`config.mk`:
```
export PLATFORM = sky130hd
export DESIGN_NAME = vbrc_top
export DESIGN_NICKNAME = d
export VERILOG_FILES = /design/src/vbrc_pkg.sv /design/src/vbrc_top.sv /design/src/vbrc_sync.sv /design/src/vbrc_evt.sv
export VERILOG_INCLUDE_DIRS = /design/src
export SDC_FILE = /design/constraint.sdc
export NUM_CORES = 1
export LEC_CHECK = 0
export CAP_MARGIN = 0
export CORE_MARGIN = 2
export CORE_UTILIZATION = 40
export DETAILED_ROUTE_END_ITERATION = 8
export DONT_BUFFER_PORTS = 1
export PLACE_DENSITY = 0.51
export RECOVER_POWER = 50
export SLEW_MARGIN = 20
export SYNTH_ARGS = -nofsm -noshare
export SYNTH_HDL_FRONTEND = slang
export SYNTH_SLANG_ARGS = --single-unit
```
`constraint.sdc`:
```
create_clock -name hclk -period 3.85 [get_ports hclk]
set_clock_uncertainty 0.15 [all_clocks]
set_input_delay 1.155 -clock hclk [delete_from_list [all_inputs] [get_ports hclk]]
set_output_delay 1.155 -clock hclk [all_outputs]
set_load 0.01 [all_outputs]
```
`src/vbrc_map.svh`:
```
// Register offsets, field positions, reset values and event bit indices
`ifndef VBRC_MAP_SVH
`define VBRC_MAP_SVH
`define VBRC_OFF_CTRL 32'h0000_0000
`define VBRC_OFF_RSTSRC 32'h0000_0004
`define VBRC_OFF_ISTAT 32'h0000_0008
`define VBRC_OFF_IEN 32'h0000_000c
`define VBRC_OFF_ICLR 32'h0000_0010
`define VBRC_BIT_OFF 7
`define VBRC_BIT_STAT 6
`define VBRC_BIT_POL 5
`define VBRC_BIT_LP 4
`define VBRC_CTRL_RST 8'h00
`define VBRC_EV_MATCH_RISE 0
`define VBRC_EV_MATCH_FALL 1
`define VBRC_NEV 2
`endif

```
`src/vbrc_pkg.sv`:
```
// Types shared by the regulator control block
package vbrc_pkg;
    typedef logic [7:0] vbrc_ctrl_t;
    typedef logic [1:0] vbrc_ev_t;
    typedef enum logic [1:0] {
        VBRC_ADDR = 2'b01,
        VBRC_DATA = 2'b10
    } vbrc_phase_t;
endpackage

```
`src/vbrc_top.sv`:
```
// Regulator control and bus power detection with AHB-Lite register slave
// Function
// - Software switches the regulator off or on
// - Low-power select bit puts regulator in suspend mode
// - Read-only status bit shows present bus power level
// - Enabled interrupt raised when level matches polarity
// - Bus power interrupt is level, never latched
// - Interrupt drops once level stops matching, no clear
// - Reset request issued on match when reset source enabled
// - Polarity 0 active low, 1 active high
// - Status reads 1 when bus power present
// - Off bit resets to 0, 1 disables regulator
// - Mode bit 0 normal, 1 low power
`timescale 1ns/100ps
`include "vbrc_map.svh"
module vbrc_top
(
    input wire logic hclk,
    input wire logic hresetn,
    input wire logic hsel,
    input wire logic [31:0] haddr,
    input wire logic [1:0] htrans,
    input wire logic hwrite,
    input wire logic [2:0] hsize,
    input wire logic [31:0] hwdata,
    input wire logic hready,
    output logic [31:0] hrdata,
    output logic hreadyout,
    output logic hresp,
    input wire logic bus_power_pin,
    output logic regulator_off,
    output logic regulator_low_power,
    output logic bus_power_irq,
    output logic bus_power_reset_req,
    output logic event_irq
);
    import vbrc_pkg::*;

    // Control, reset source and interrupt enable register fields
    logic regulator_off_bit_q;
    logic regulator_low_power_select_q;
    logic bus_power_polarity_select_q;
    logic irq_enable_q;
    logic reset_source_q;
    vbrc_ev_t ev_en_q;
    // Synchronised bus power level
    logic bus_level;
    logic match;
    logic match_prev_q;
    vbrc_ev_t ev_set;
    vbrc_ev_t ev_clr;
    vbrc_ev_t ev_stat;
    // Captured data phase
    vbrc_phase_t phase_q;
    logic wr_q;
    logic [31:0] addr_q;
    logic take;

    // Register fields sit in bit positions given by the map, except irq enable at bit 0
    function automatic logic [31:0] ctrl_word();
        logic [31:0] w;
        w = 32'h0000_0000;
        w[`VBRC_BIT_OFF] = regulator_off_bit_q;
        w[`VBRC_BIT_STAT] = bus_level;
        w[`VBRC_BIT_POL] = bus_power_polarity_select_q;
        w[`VBRC_BIT_LP] = regulator_low_power_select_q;
        w[0] = irq_enable_q;
        return w;
    endfunction

    // Pin passes four flops (three stages and the filter) before anything here looks at it
    vbrc_sync u_sync
    (
        .hclk(hclk),
        .hresetn(hresetn),
        .pin_in(bus_power_pin),
        .level_q(bus_level)
    );

    // Level match against chosen polarity; pure combinational so it tracks live
    assign match = (bus_level == bus_power_polarity_select_q);

    assign bus_power_irq = irq_enable_q & match;
    assign bus_power_reset_req = reset_source_q & match;
    assign regulator_off = regulator_off_bit_q;
    assign regulator_low_power = regulator_low_power_select_q;

    // Edge history of the match, used only for sticky events
    always_ff @(posedge hclk or negedge hresetn)
    begin
        // Polarity 0 and a low level match in reset, so history starts high: no false event
        if (!hresetn)
            match_prev_q <= 1'b1;
        else
            match_prev_q <= match;
    end

    assign ev_set[`VBRC_EV_MATCH_RISE] = match & ~match_prev_q;
    assign ev_set[`VBRC_EV_MATCH_FALL] = ~match & match_prev_q;

    // Address phase is taken when selected, active and bus ready
    assign take = hsel & hready & htrans[1];
    assign hreadyout = 1'b1;
    assign hresp = 1'b0;

    // Write-one-to-clear strobe, one cycle in the data phase
    assign ev_clr = (phase_q == VBRC_DATA && wr_q && addr_q == `VBRC_OFF_ICLR)
        ? hwdata[1:0] : 2'b00;

    vbrc_evt u_evt
    (
        .hclk(hclk),
        .hresetn(hresetn),
        .ev_set(ev_set),
        .ev_clr(ev_clr),
        .ev_en(ev_en_q),
        .ev_stat_q(ev_stat),
        .ev_irq(event_irq)
    );

    // Bus phase tracker
    always_ff @(posedge hclk or negedge hresetn)
    begin
        if (!hresetn)
        begin
            phase_q <= VBRC_ADDR;
            wr_q <= 1'b0;
            addr_q <= 32'h0000_0000;
        end
        else if (take)
        begin
            phase_q <= VBRC_DATA;
            wr_q <= hwrite;
            addr_q <= {haddr[31:2], 2'b00};
        end
        else
        begin
            phase_q <= VBRC_ADDR;
            wr_q <= 1'b0;
        end
    end

    // Register writes; reserved and read-only bits ignored
    always_ff @(posedge hclk or negedge hresetn)
    begin
        if (!hresetn)
        begin
            regulator_off_bit_q <= 1'(`VBRC_CTRL_RST >> `VBRC_BIT_OFF);
            regulator_low_power_select_q <= 1'b0;
            bus_power_polarity_select_q <= 1'b0;
            irq_enable_q <= 1'b0;
            reset_source_q <= 1'b0;
            ev_en_q <= 2'b00;
        end
        else if (phase_q == VBRC_DATA && wr_q)
        begin
            unique case (addr_q)
                `VBRC_OFF_CTRL:
                begin
                    regulator_off_bit_q <= hwdata[`VBRC_BIT_OFF];
                    regulator_low_power_select_q <= hwdata[`VBRC_BIT_LP];
                    bus_power_polarity_select_q <= hwdata[`VBRC_BIT_POL];
                    irq_enable_q <= hwdata[0];
                end
                `VBRC_OFF_RSTSRC:
                    reset_source_q <= hwdata[0];
                `VBRC_OFF_IEN:
                    ev_en_q <= hwdata[1:0];
                default:
                    ; // Unmapped or write-only targets store nothing
            endcase
        end
    end

    // Read data registered at the address phase, so it stands in the data phase
    always_ff @(posedge hclk or negedge hresetn)
    begin
        if (!hresetn)
            hrdata <= 32'h0000_0000;
        else if (take && !hwrite)
        begin
            unique case ({haddr[31:2], 2'b00})
                `VBRC_OFF_CTRL: hrdata <= ctrl_word();
                `VBRC_OFF_RSTSRC: hrdata <= {31'h0, reset_source_q};
                `VBRC_OFF_ISTAT: hrdata <= {30'h0, ev_stat};
                `VBRC_OFF_IEN: hrdata <= {30'h0, ev_en_q};
                default: hrdata <= 32'h0000_0000;
            endcase
        end
    end

    // Checks
    property p_irq_level;
        @(posedge hclk) disable iff (!hresetn)
        (irq_enable_q && bus_level == bus_power_polarity_select_q) |-> bus_power_irq;
    endproperty
    a_irq_level: assert property (p_irq_level) else $error("irq not raised on match");

    property p_irq_drop;
        @(posedge hclk) disable iff (!hresetn)
        $changed(bus_level) && !match |-> !bus_power_irq;
    endproperty
    a_irq_drop: assert property (p_irq_drop) else $error("irq held after mismatch");

    property p_no_latch;
        @(posedge hclk) disable iff (!hresetn)
        bus_power_irq |-> match;
    endproperty
    a_no_latch: assert property (p_no_latch) else $error("irq latched");

    property p_rst;
        @(posedge hclk) disable iff (!hresetn)
        bus_power_reset_req == (reset_source_q && match);
    endproperty
    a_rst: assert property (p_rst) else $error("reset request wrong");

    property p_pol0;
        @(posedge hclk) disable iff (!hresetn)
        (irq_enable_q && !bus_power_polarity_select_q && !bus_level) |-> bus_power_irq;
    endproperty
    a_pol0: assert property (p_pol0) else $error("polarity 0 not active low");

    property p_sync;
        @(posedge hclk) disable iff (!hresetn)
        $changed(bus_level) |-> $past(bus_power_pin, 3) == bus_level;
    endproperty
    a_sync: assert property (p_sync) else $error("sync path wrong");

    property p_stat;
        @(posedge hclk) disable iff (!hresetn)
        (take && !hwrite && {haddr[31:2], 2'b00} == `VBRC_OFF_CTRL)
            |=> hrdata[`VBRC_BIT_STAT] == $past(bus_level);
    endproperty
    a_stat: assert property (p_stat) else $error("status bit wrong");

    property p_off;
        @(posedge hclk) disable iff (!hresetn)
        (phase_q == VBRC_DATA && wr_q && addr_q == `VBRC_OFF_CTRL)
            |=> regulator_off == $past(hwdata[`VBRC_BIT_OFF])
            && regulator_low_power == $past(hwdata[`VBRC_BIT_LP]);
    endproperty
    a_off: assert property (p_off) else $error("control write lost");

    // Regulator controls move only on a write to the control word
    property p_off_hold;
        @(posedge hclk) disable iff (!hresetn)
        !(phase_q == VBRC_DATA && wr_q && addr_q == `VBRC_OFF_CTRL)
            |=> $stable(regulator_off) && $stable(regulator_low_power);
    endproperty
    a_off_hold: assert property (p_off_hold) else $error("control moved without write");

    // Reset request falls with the match, never held over
    property p_rst_drop;
        @(posedge hclk) disable iff (!hresetn)
        !match |-> !bus_power_reset_req;
    endproperty
    a_rst_drop: assert property (p_rst_drop) else $error("reset request held");

    // Polarity 1 makes a high bus power level the active one
    property p_pol1;
        @(posedge hclk) disable iff (!hresetn)
        (irq_enable_q && bus_power_polarity_select_q && bus_level) |-> bus_power_irq;
    endproperty
    a_pol1: assert property (p_pol1) else $error("polarity 1 not active high");

    // A disabled interrupt stays quiet whatever the level does
    property p_irq_off;
        @(posedge hclk) disable iff (!hresetn)
        !irq_enable_q |-> !bus_power_irq;
    endproperty
    a_irq_off: assert property (p_irq_off) else $error("irq raised while disabled");

    // An event always lands, even when software clears in the same cycle
    property p_set_wins;
        @(posedge hclk) disable iff (!hresetn)
        ev_set != 2'b00
            |=> (ev_stat & $past(ev_set)) == $past(ev_set);
    endproperty
    a_set_wins: assert property (p_set_wins) else $error("event lost to clear");

    // A clear with no event in that cycle empties the bits it names
    property p_clr;
        @(posedge hclk) disable iff (!hresetn)
        (ev_clr != 2'b00 && ev_set == 2'b00)
            |=> (ev_stat & $past(ev_clr)) == 2'b00;
    endproperty
    a_clr: assert property (p_clr) else $error("event clear ignored");

    // Read data moves only when a read is taken, so it stands through the data phase
    property p_rdata_hold;
        @(posedge hclk) disable iff (!hresetn)
        !(take && !hwrite) |=> $stable(hrdata);
    endproperty
    a_rdata_hold: assert property (p_rdata_hold) else $error("read data moved");

    // Main scenarios worth seeing in coverage
    c_irq: cover property (@(posedge hclk) disable iff (!hresetn) $rose(bus_power_irq));
    c_rst: cover property (@(posedge hclk) disable iff (!hresetn) $rose(bus_power_reset_req));
    c_ev: cover property (@(posedge hclk) disable iff (!hresetn) $rose(event_irq));
    c_drop: cover property (@(posedge hclk) disable iff (!hresetn) $fell(bus_power_irq));
    c_lp: cover property (@(posedge hclk) disable iff (!hresetn) $rose(regulator_low_power));
endmodule

```
`src/vbrc_sync.sv`:
```
// Three-stage synchroniser with agreement filter for the bus power pin
`timescale 1ns/100ps
module vbrc_sync
(
    input wire logic hclk,
    input wire logic hresetn,
    input wire logic pin_in,
    output logic level_q
);
    logic s1_q;
    logic s2_q;
    logic s3_q;

    // Shift chain; the first stage feeds only the second
    always_ff @(posedge hclk or negedge hresetn)
    begin
        if (!hresetn)
        begin
            s1_q <= 1'b0;
            s2_q <= 1'b0;
            s3_q <= 1'b0;
        end
        else
        begin
            s1_q <= pin_in;
            s2_q <= s1_q;
            s3_q <= s2_q;
        end
    end

    // Accept a change only once stages two and three agree
    always_ff @(posedge hclk or negedge hresetn)
    begin
        if (!hresetn)
            level_q <= 1'b0;
        else if (s2_q == s3_q)
            level_q <= s3_q;
    end
endmodule

```
`src/vbrc_evt.sv`:
```
// Sticky event status bits with enable and write-one-to-clear
`timescale 1ns/100ps
`include "vbrc_map.svh"
module vbrc_evt
(
    input wire logic hclk,
    input wire logic hresetn,
    input wire vbrc_pkg::vbrc_ev_t ev_set,
    input wire vbrc_pkg::vbrc_ev_t ev_clr,
    input wire vbrc_pkg::vbrc_ev_t ev_en,
    output vbrc_pkg::vbrc_ev_t ev_stat_q,
    output logic ev_irq
);
    import vbrc_pkg::*;

    // One sticky bit per event; a set in the clear cycle wins
    genvar gi;
    generate
        for (gi = 0; gi < `VBRC_NEV; gi++)
        begin : g_bit
            always_ff @(posedge hclk or negedge hresetn)
            begin
                if (!hresetn)
                    ev_stat_q[gi] <= 1'b0;
                else if (ev_set[gi])
                    ev_stat_q[gi] <= 1'b1;
                else if (ev_clr[gi])
                    ev_stat_q[gi] <= 1'b0;
            end
        end
    endgenerate

    // Level output while any enabled bit stands
    assign ev_irq = |(ev_stat_q & ev_en);
endmodule

```
=== Yosys cells after proc, flatten, opt, wreduce, memory -nomap -nowiden ===
Index checks and enable logic that the tools add are counted.

* Output and inout bits: 39
* Word-level logic and storage cells: 55
* Register bits after elaboration: 79
* Input bits: 75

* Bitwise operators: 9
* Eq/ne operators: 9
* Muxes and demuxes: 8
* Reduce and logical (&&, ||, !) cells: 12

{| class="wikitable"
|+ Operators by type and width
! kind !! number
|-
| $eq A30 B2 Y1 const B || 3
|-
| $eq A30 B1 Y1 const B || 2
|-
| $logic_not A32 Y1 || 1
|-
| $pmux W8 S4 || 1
|-
| $eq A30 B3 Y1 const B || 1
|-
| $logic_not A30 Y1 || 1
|-
| $and A1 B1 Y1 || 6
|-
| $reduce_and A2 Y1 || 3
|-
| $mux W1 || 5
|-
| $mux W2 || 2
|-
| $reduce_bool A2 Y1 || 2
|-
| $logic_and A1 B1 Y1 || 3
|-
| $and A2 B2 Y2 || 1
|-
| $eq A1 B1 Y1 || 2
|-
| $eq A2 B2 Y1 const B || 1
|-
| $not A1 Y1 || 2
|-
| $reduce_or A2 Y1 || 1
|-
| $logic_not A1 Y1 || 1
|}

=== Logic depth before layout (Yosys ltp) ===
* Word-level depth: 6
* Mapped depth: 5

=== By module ===
Synthesis repeated with hierarchy kept, for this count alone.

* Cell total of the unflattened synthesis: 192
* Area total of the unflattened synthesis: 2,517.4 um^2

{| class="wikitable"
|+ By module, submodules not included
! module !! instances !! area each (um^2) !! cells an instance
|-
| vbrc_top || 1 || 2,323.5 || 180
|-
| vbrc_sync || 1 || 111.4 || 5
|-
| vbrc_evt || 1 || 82.6 || 7
|}

=== Least setup slack after synthesis ===
OpenSTA, ideal clock, no wires.

* Kind: in2reg
* Start: input port hsel
* End: register addr_q[10]
* Path buffers: 1
* Stages: 3
* Data arrival time: 1.997 ns
* Required time: 3.575 ns
* Path slack: 1.578 ns
* Cell sequence: nand3_1 buf_1 mux2_2

* Longest elaborated chain between the ends: 2

{| class="wikitable"
|+ Ends and longest elaborated chain
! item !! line !! source
|-
| from (decl) || vbrc_top.sv:20 || <nowiki>input wire logic hsel,</nowiki>
|-
| $and A1 B1 Y1 (2 in series) || vbrc_top.sv:102 || <nowiki>assign take = hsel & hready & htrans[1];</nowiki>
|-
| to (signal assigned) || vbrc_top.sv:134 || <nowiki>addr_q <= {haddr[31:2], 2'b00};</nowiki>
|-
| to (decl) || vbrc_top.sv:56 || <nowiki>logic [31:0] addr_q;</nowiki>
|}

No other way between the ends.
A chain may end at the register's enable or synchronous reset.

=== Worst setup path after layout ===
* Start: register u_sync.level_q
* End: output port bus_power_irq

* Longest elaborated chain between the ends: 2

{| class="wikitable"
|+ Ends and longest elaborated chain
! item !! line !! source
|-
| from (decl) || vbrc_sync.sv:8 || <nowiki>output logic level_q</nowiki>
|-
| from (signal assigned) || vbrc_sync.sv:37 || <nowiki>level_q <= s3_q;</nowiki>
|-
| $eq A1 B1 Y1 || vbrc_top.sv:81 || <nowiki>assign match = (bus_level == bus_power_polarity_select_q);</nowiki>
|-
| named net match || vbrc_top.sv:48 || <nowiki>logic match;</nowiki>
|-
| $and A1 B1 Y1 || vbrc_top.sv:83 || <nowiki>assign bus_power_irq = irq_enable_q & match;</nowiki>
|-
| to (decl) || vbrc_top.sv:33 || <nowiki>output logic bus_power_irq,</nowiki>
|}

The timed path passes the listed nets, and every way through them passes these cells.

==> qor.txt <==
Ys async rst share = 1.00
Post-synth cell types = 27
Final Util = 0.421
Worst Hold Slack = 0.221 ns
Shortest period the worst path allows = 2.70 ns
Top cells by count, synth = dfrtp_1, mux2_2, buf_4
Capturing point of the worst reg2reg path = regulator_low_power
Initial Util = 0.410
# fillers = 560
RSZ-0062 raised after global routing = no
Later-pin clock latency in the skew report = 0.30 ns
Setup TNS = 0 ns
Grt peak-use layer = met2
DIE AREA = 6670 um^2
Met1 usage = 0.183
Clock transition at path regs = 0.09 ns
Maximum VDD drop = 0.187 mV
Crit. End Element = primary output
Post-DP HPWL = 3430 um
Dominant cell by count in the synthesized netlist = dfrtp_1
Hold Crit Class = flop to flop
Worst Setup Path Type = flop to primary output
Ports = 114
Die Ht = 81.7 um
Number of global-route vias before repair = 1435
Share of the synthesized area in the top cell type = 0.528
# port buffers = 0
Leading register cell type out of synthesis = dfrtp_1
Largest net degree at the start of global routing = 54
Post-synthesis register bit count = 53
Max-cap violations = 0
Drt pass-1 iters = 4
WL/cell = 16.1 um
Placed Cells = 267
CP Launch Type = flop
GRT met3 Usage = 0.0440
CTS Root Cell = clkbuf_8
RD Place Congestion = 0.710
Area delta synth->final = 2.64%
Tot Pwr = 1.07 mW
CTS tree = done
Post-CTS Hold Fix Bufs = 0
Clock sinks = 53
Detail Route Antenna Nets = 0
Core area = 5890 um^2
CTS Buf Count = 5
Post-Syn Instances = 196
Final wirelength = 4430 um
Final worst slack = 1.15 ns
Crit path DAT = 1.39 ns
Layout cell share with drive strength beyond 1 = 0.270
Hold path endpoint = u_sync.s2_q
H-tree depth = 2
Placed cell areas = 2390 um^2
Hold path start = u_sync.s1_q
Avg Cell Area, Syn = 12.3 um^2
Average vias per placed instance = 5.07
Pins Over Slew Limit = 0
Fmax = 371 MHz
Pre-CTS WS = 1.43 ns
R2R Setup Slk = 1.73 ns
Initial antenna violation count = 0
Yosys warnings = 0
Finished Cell Area = 2480 um^2
FF-to-FF path depth = 4
Post-Syn Area = 2410 um^2
Register area = 1330 um^2
Max FO, Critical Path = 4
WP data required = 2.54 ns
Final hold violations = 0
Die width = 81.7 um
Number of synthesized flops with an enable pin = 0
Overall routing resource usage = 0.142
Multi-input logic area = 947 um^2
# rows = 28
Pwr dens = 432 nW/um^2
Synth top area cells = dfrtp_1, mux2_2, buf_4
Grt met2 use = 0.227
Post-cts gate resize count = 0
Post-route DRC = 0
Antenna diodes = 0
Leak Pwr = 1.09 nW
Synth area leader = dfrtp_1
Vias = 1395
Worst Setup SP = u_sync.level_q
Wire length of the first global-routing pass = 7040 um
Final Setup Violations = 0
Hold Path Depth = 0
Total setup buffers inserted after CTS = 0
Grt ovf = 0
Non-Filler Instances = 275
Sequential-to-total area share from yosys stat = 0.550
Longest Clk Path Bufs = 2
R2r startpoint = addr_q[21]
Tcrit/Tclk final = 0.701
Status = complete, no violations
NumNets Final = 274
Starting DRT DRC Count = 74
## registers in the layout (all words and copies together) (netlist names), 2 cells and up
register	count
addr_q	30
hrdata	6
ev_en_q	2
phase_q	2
u_evt.ev_stat_q	2
## worst max-delay path by stage
stage                                      to  cells after the start
after floorplan                    addr_q[10]                      3
after global placement              hrdata[1]                      6
after detailed placement            hrdata[6]                      6
after CTS                       bus_power_irq                      3
after global routing      bus_power_reset_req                      3
final                           bus_power_irq                      3
## cell type report
class	instances	area share
sequential	53	0.536
multi-input combinational	134	0.382
tap	75	0.0379
clock buffer	5	0.0278
clock inverter	3	0.00707
inverter	4	0.00606
timing repair buffer	1	0.00303
## placed cells by master, fill, tap and decap left out, types with 2 or more instances in the layout
cell      instances
nor4_2            3
dfstp_2           2
nand3_1           5
clkbuf_8          5
a31oi_1           2
conb_1           28
inv_1             4
clkinv_2          2
dfrtp_1          51
and2_1            2
a21oi_1           2
nor2_1            9
o21ai_0           6
nand2_1          16
nor4_1           12
mux2_2           38
## where the power goes
group          switching, mW  internal [mW]  total, mW  leakage, nW
logic                 0.0436         0.0601      0.104        0.392
clock network          0.180          0.126      0.306       0.0439
registers             0.0402          0.622      0.662        0.649
total                  0.264          0.808       1.07         1.09
## per-layer routing
metal,wire [um],vias up
met1,1860,689
met5,0,-
met4,54,0
li1,-,641
met2,2130,58
met3,379,7
## cells by family (layout without fill, tap and decap cells)
logic type,count (synthesis),in the layout,share of synthesized area
and+or+nand+nor,54,54,0.129
other,2,28,0.00311
muxes,39,39,0.187
buffers and inverters,35,13,0.0979
adders and majority gates,1,1,0.00415
AOI/OAI and AO/OA,11,11,0.0254
xor gates and xnor gates,1,1,0.00363
DFF,53,53,0.550
## critical path: stages, from the launching register on
cell	delay, ns
dfrtp_1	0.43
xor2_1	0.33
inv_1	0.12
and2_1	0.21
No activity file was read; power rests on OpenSTA's default activity.
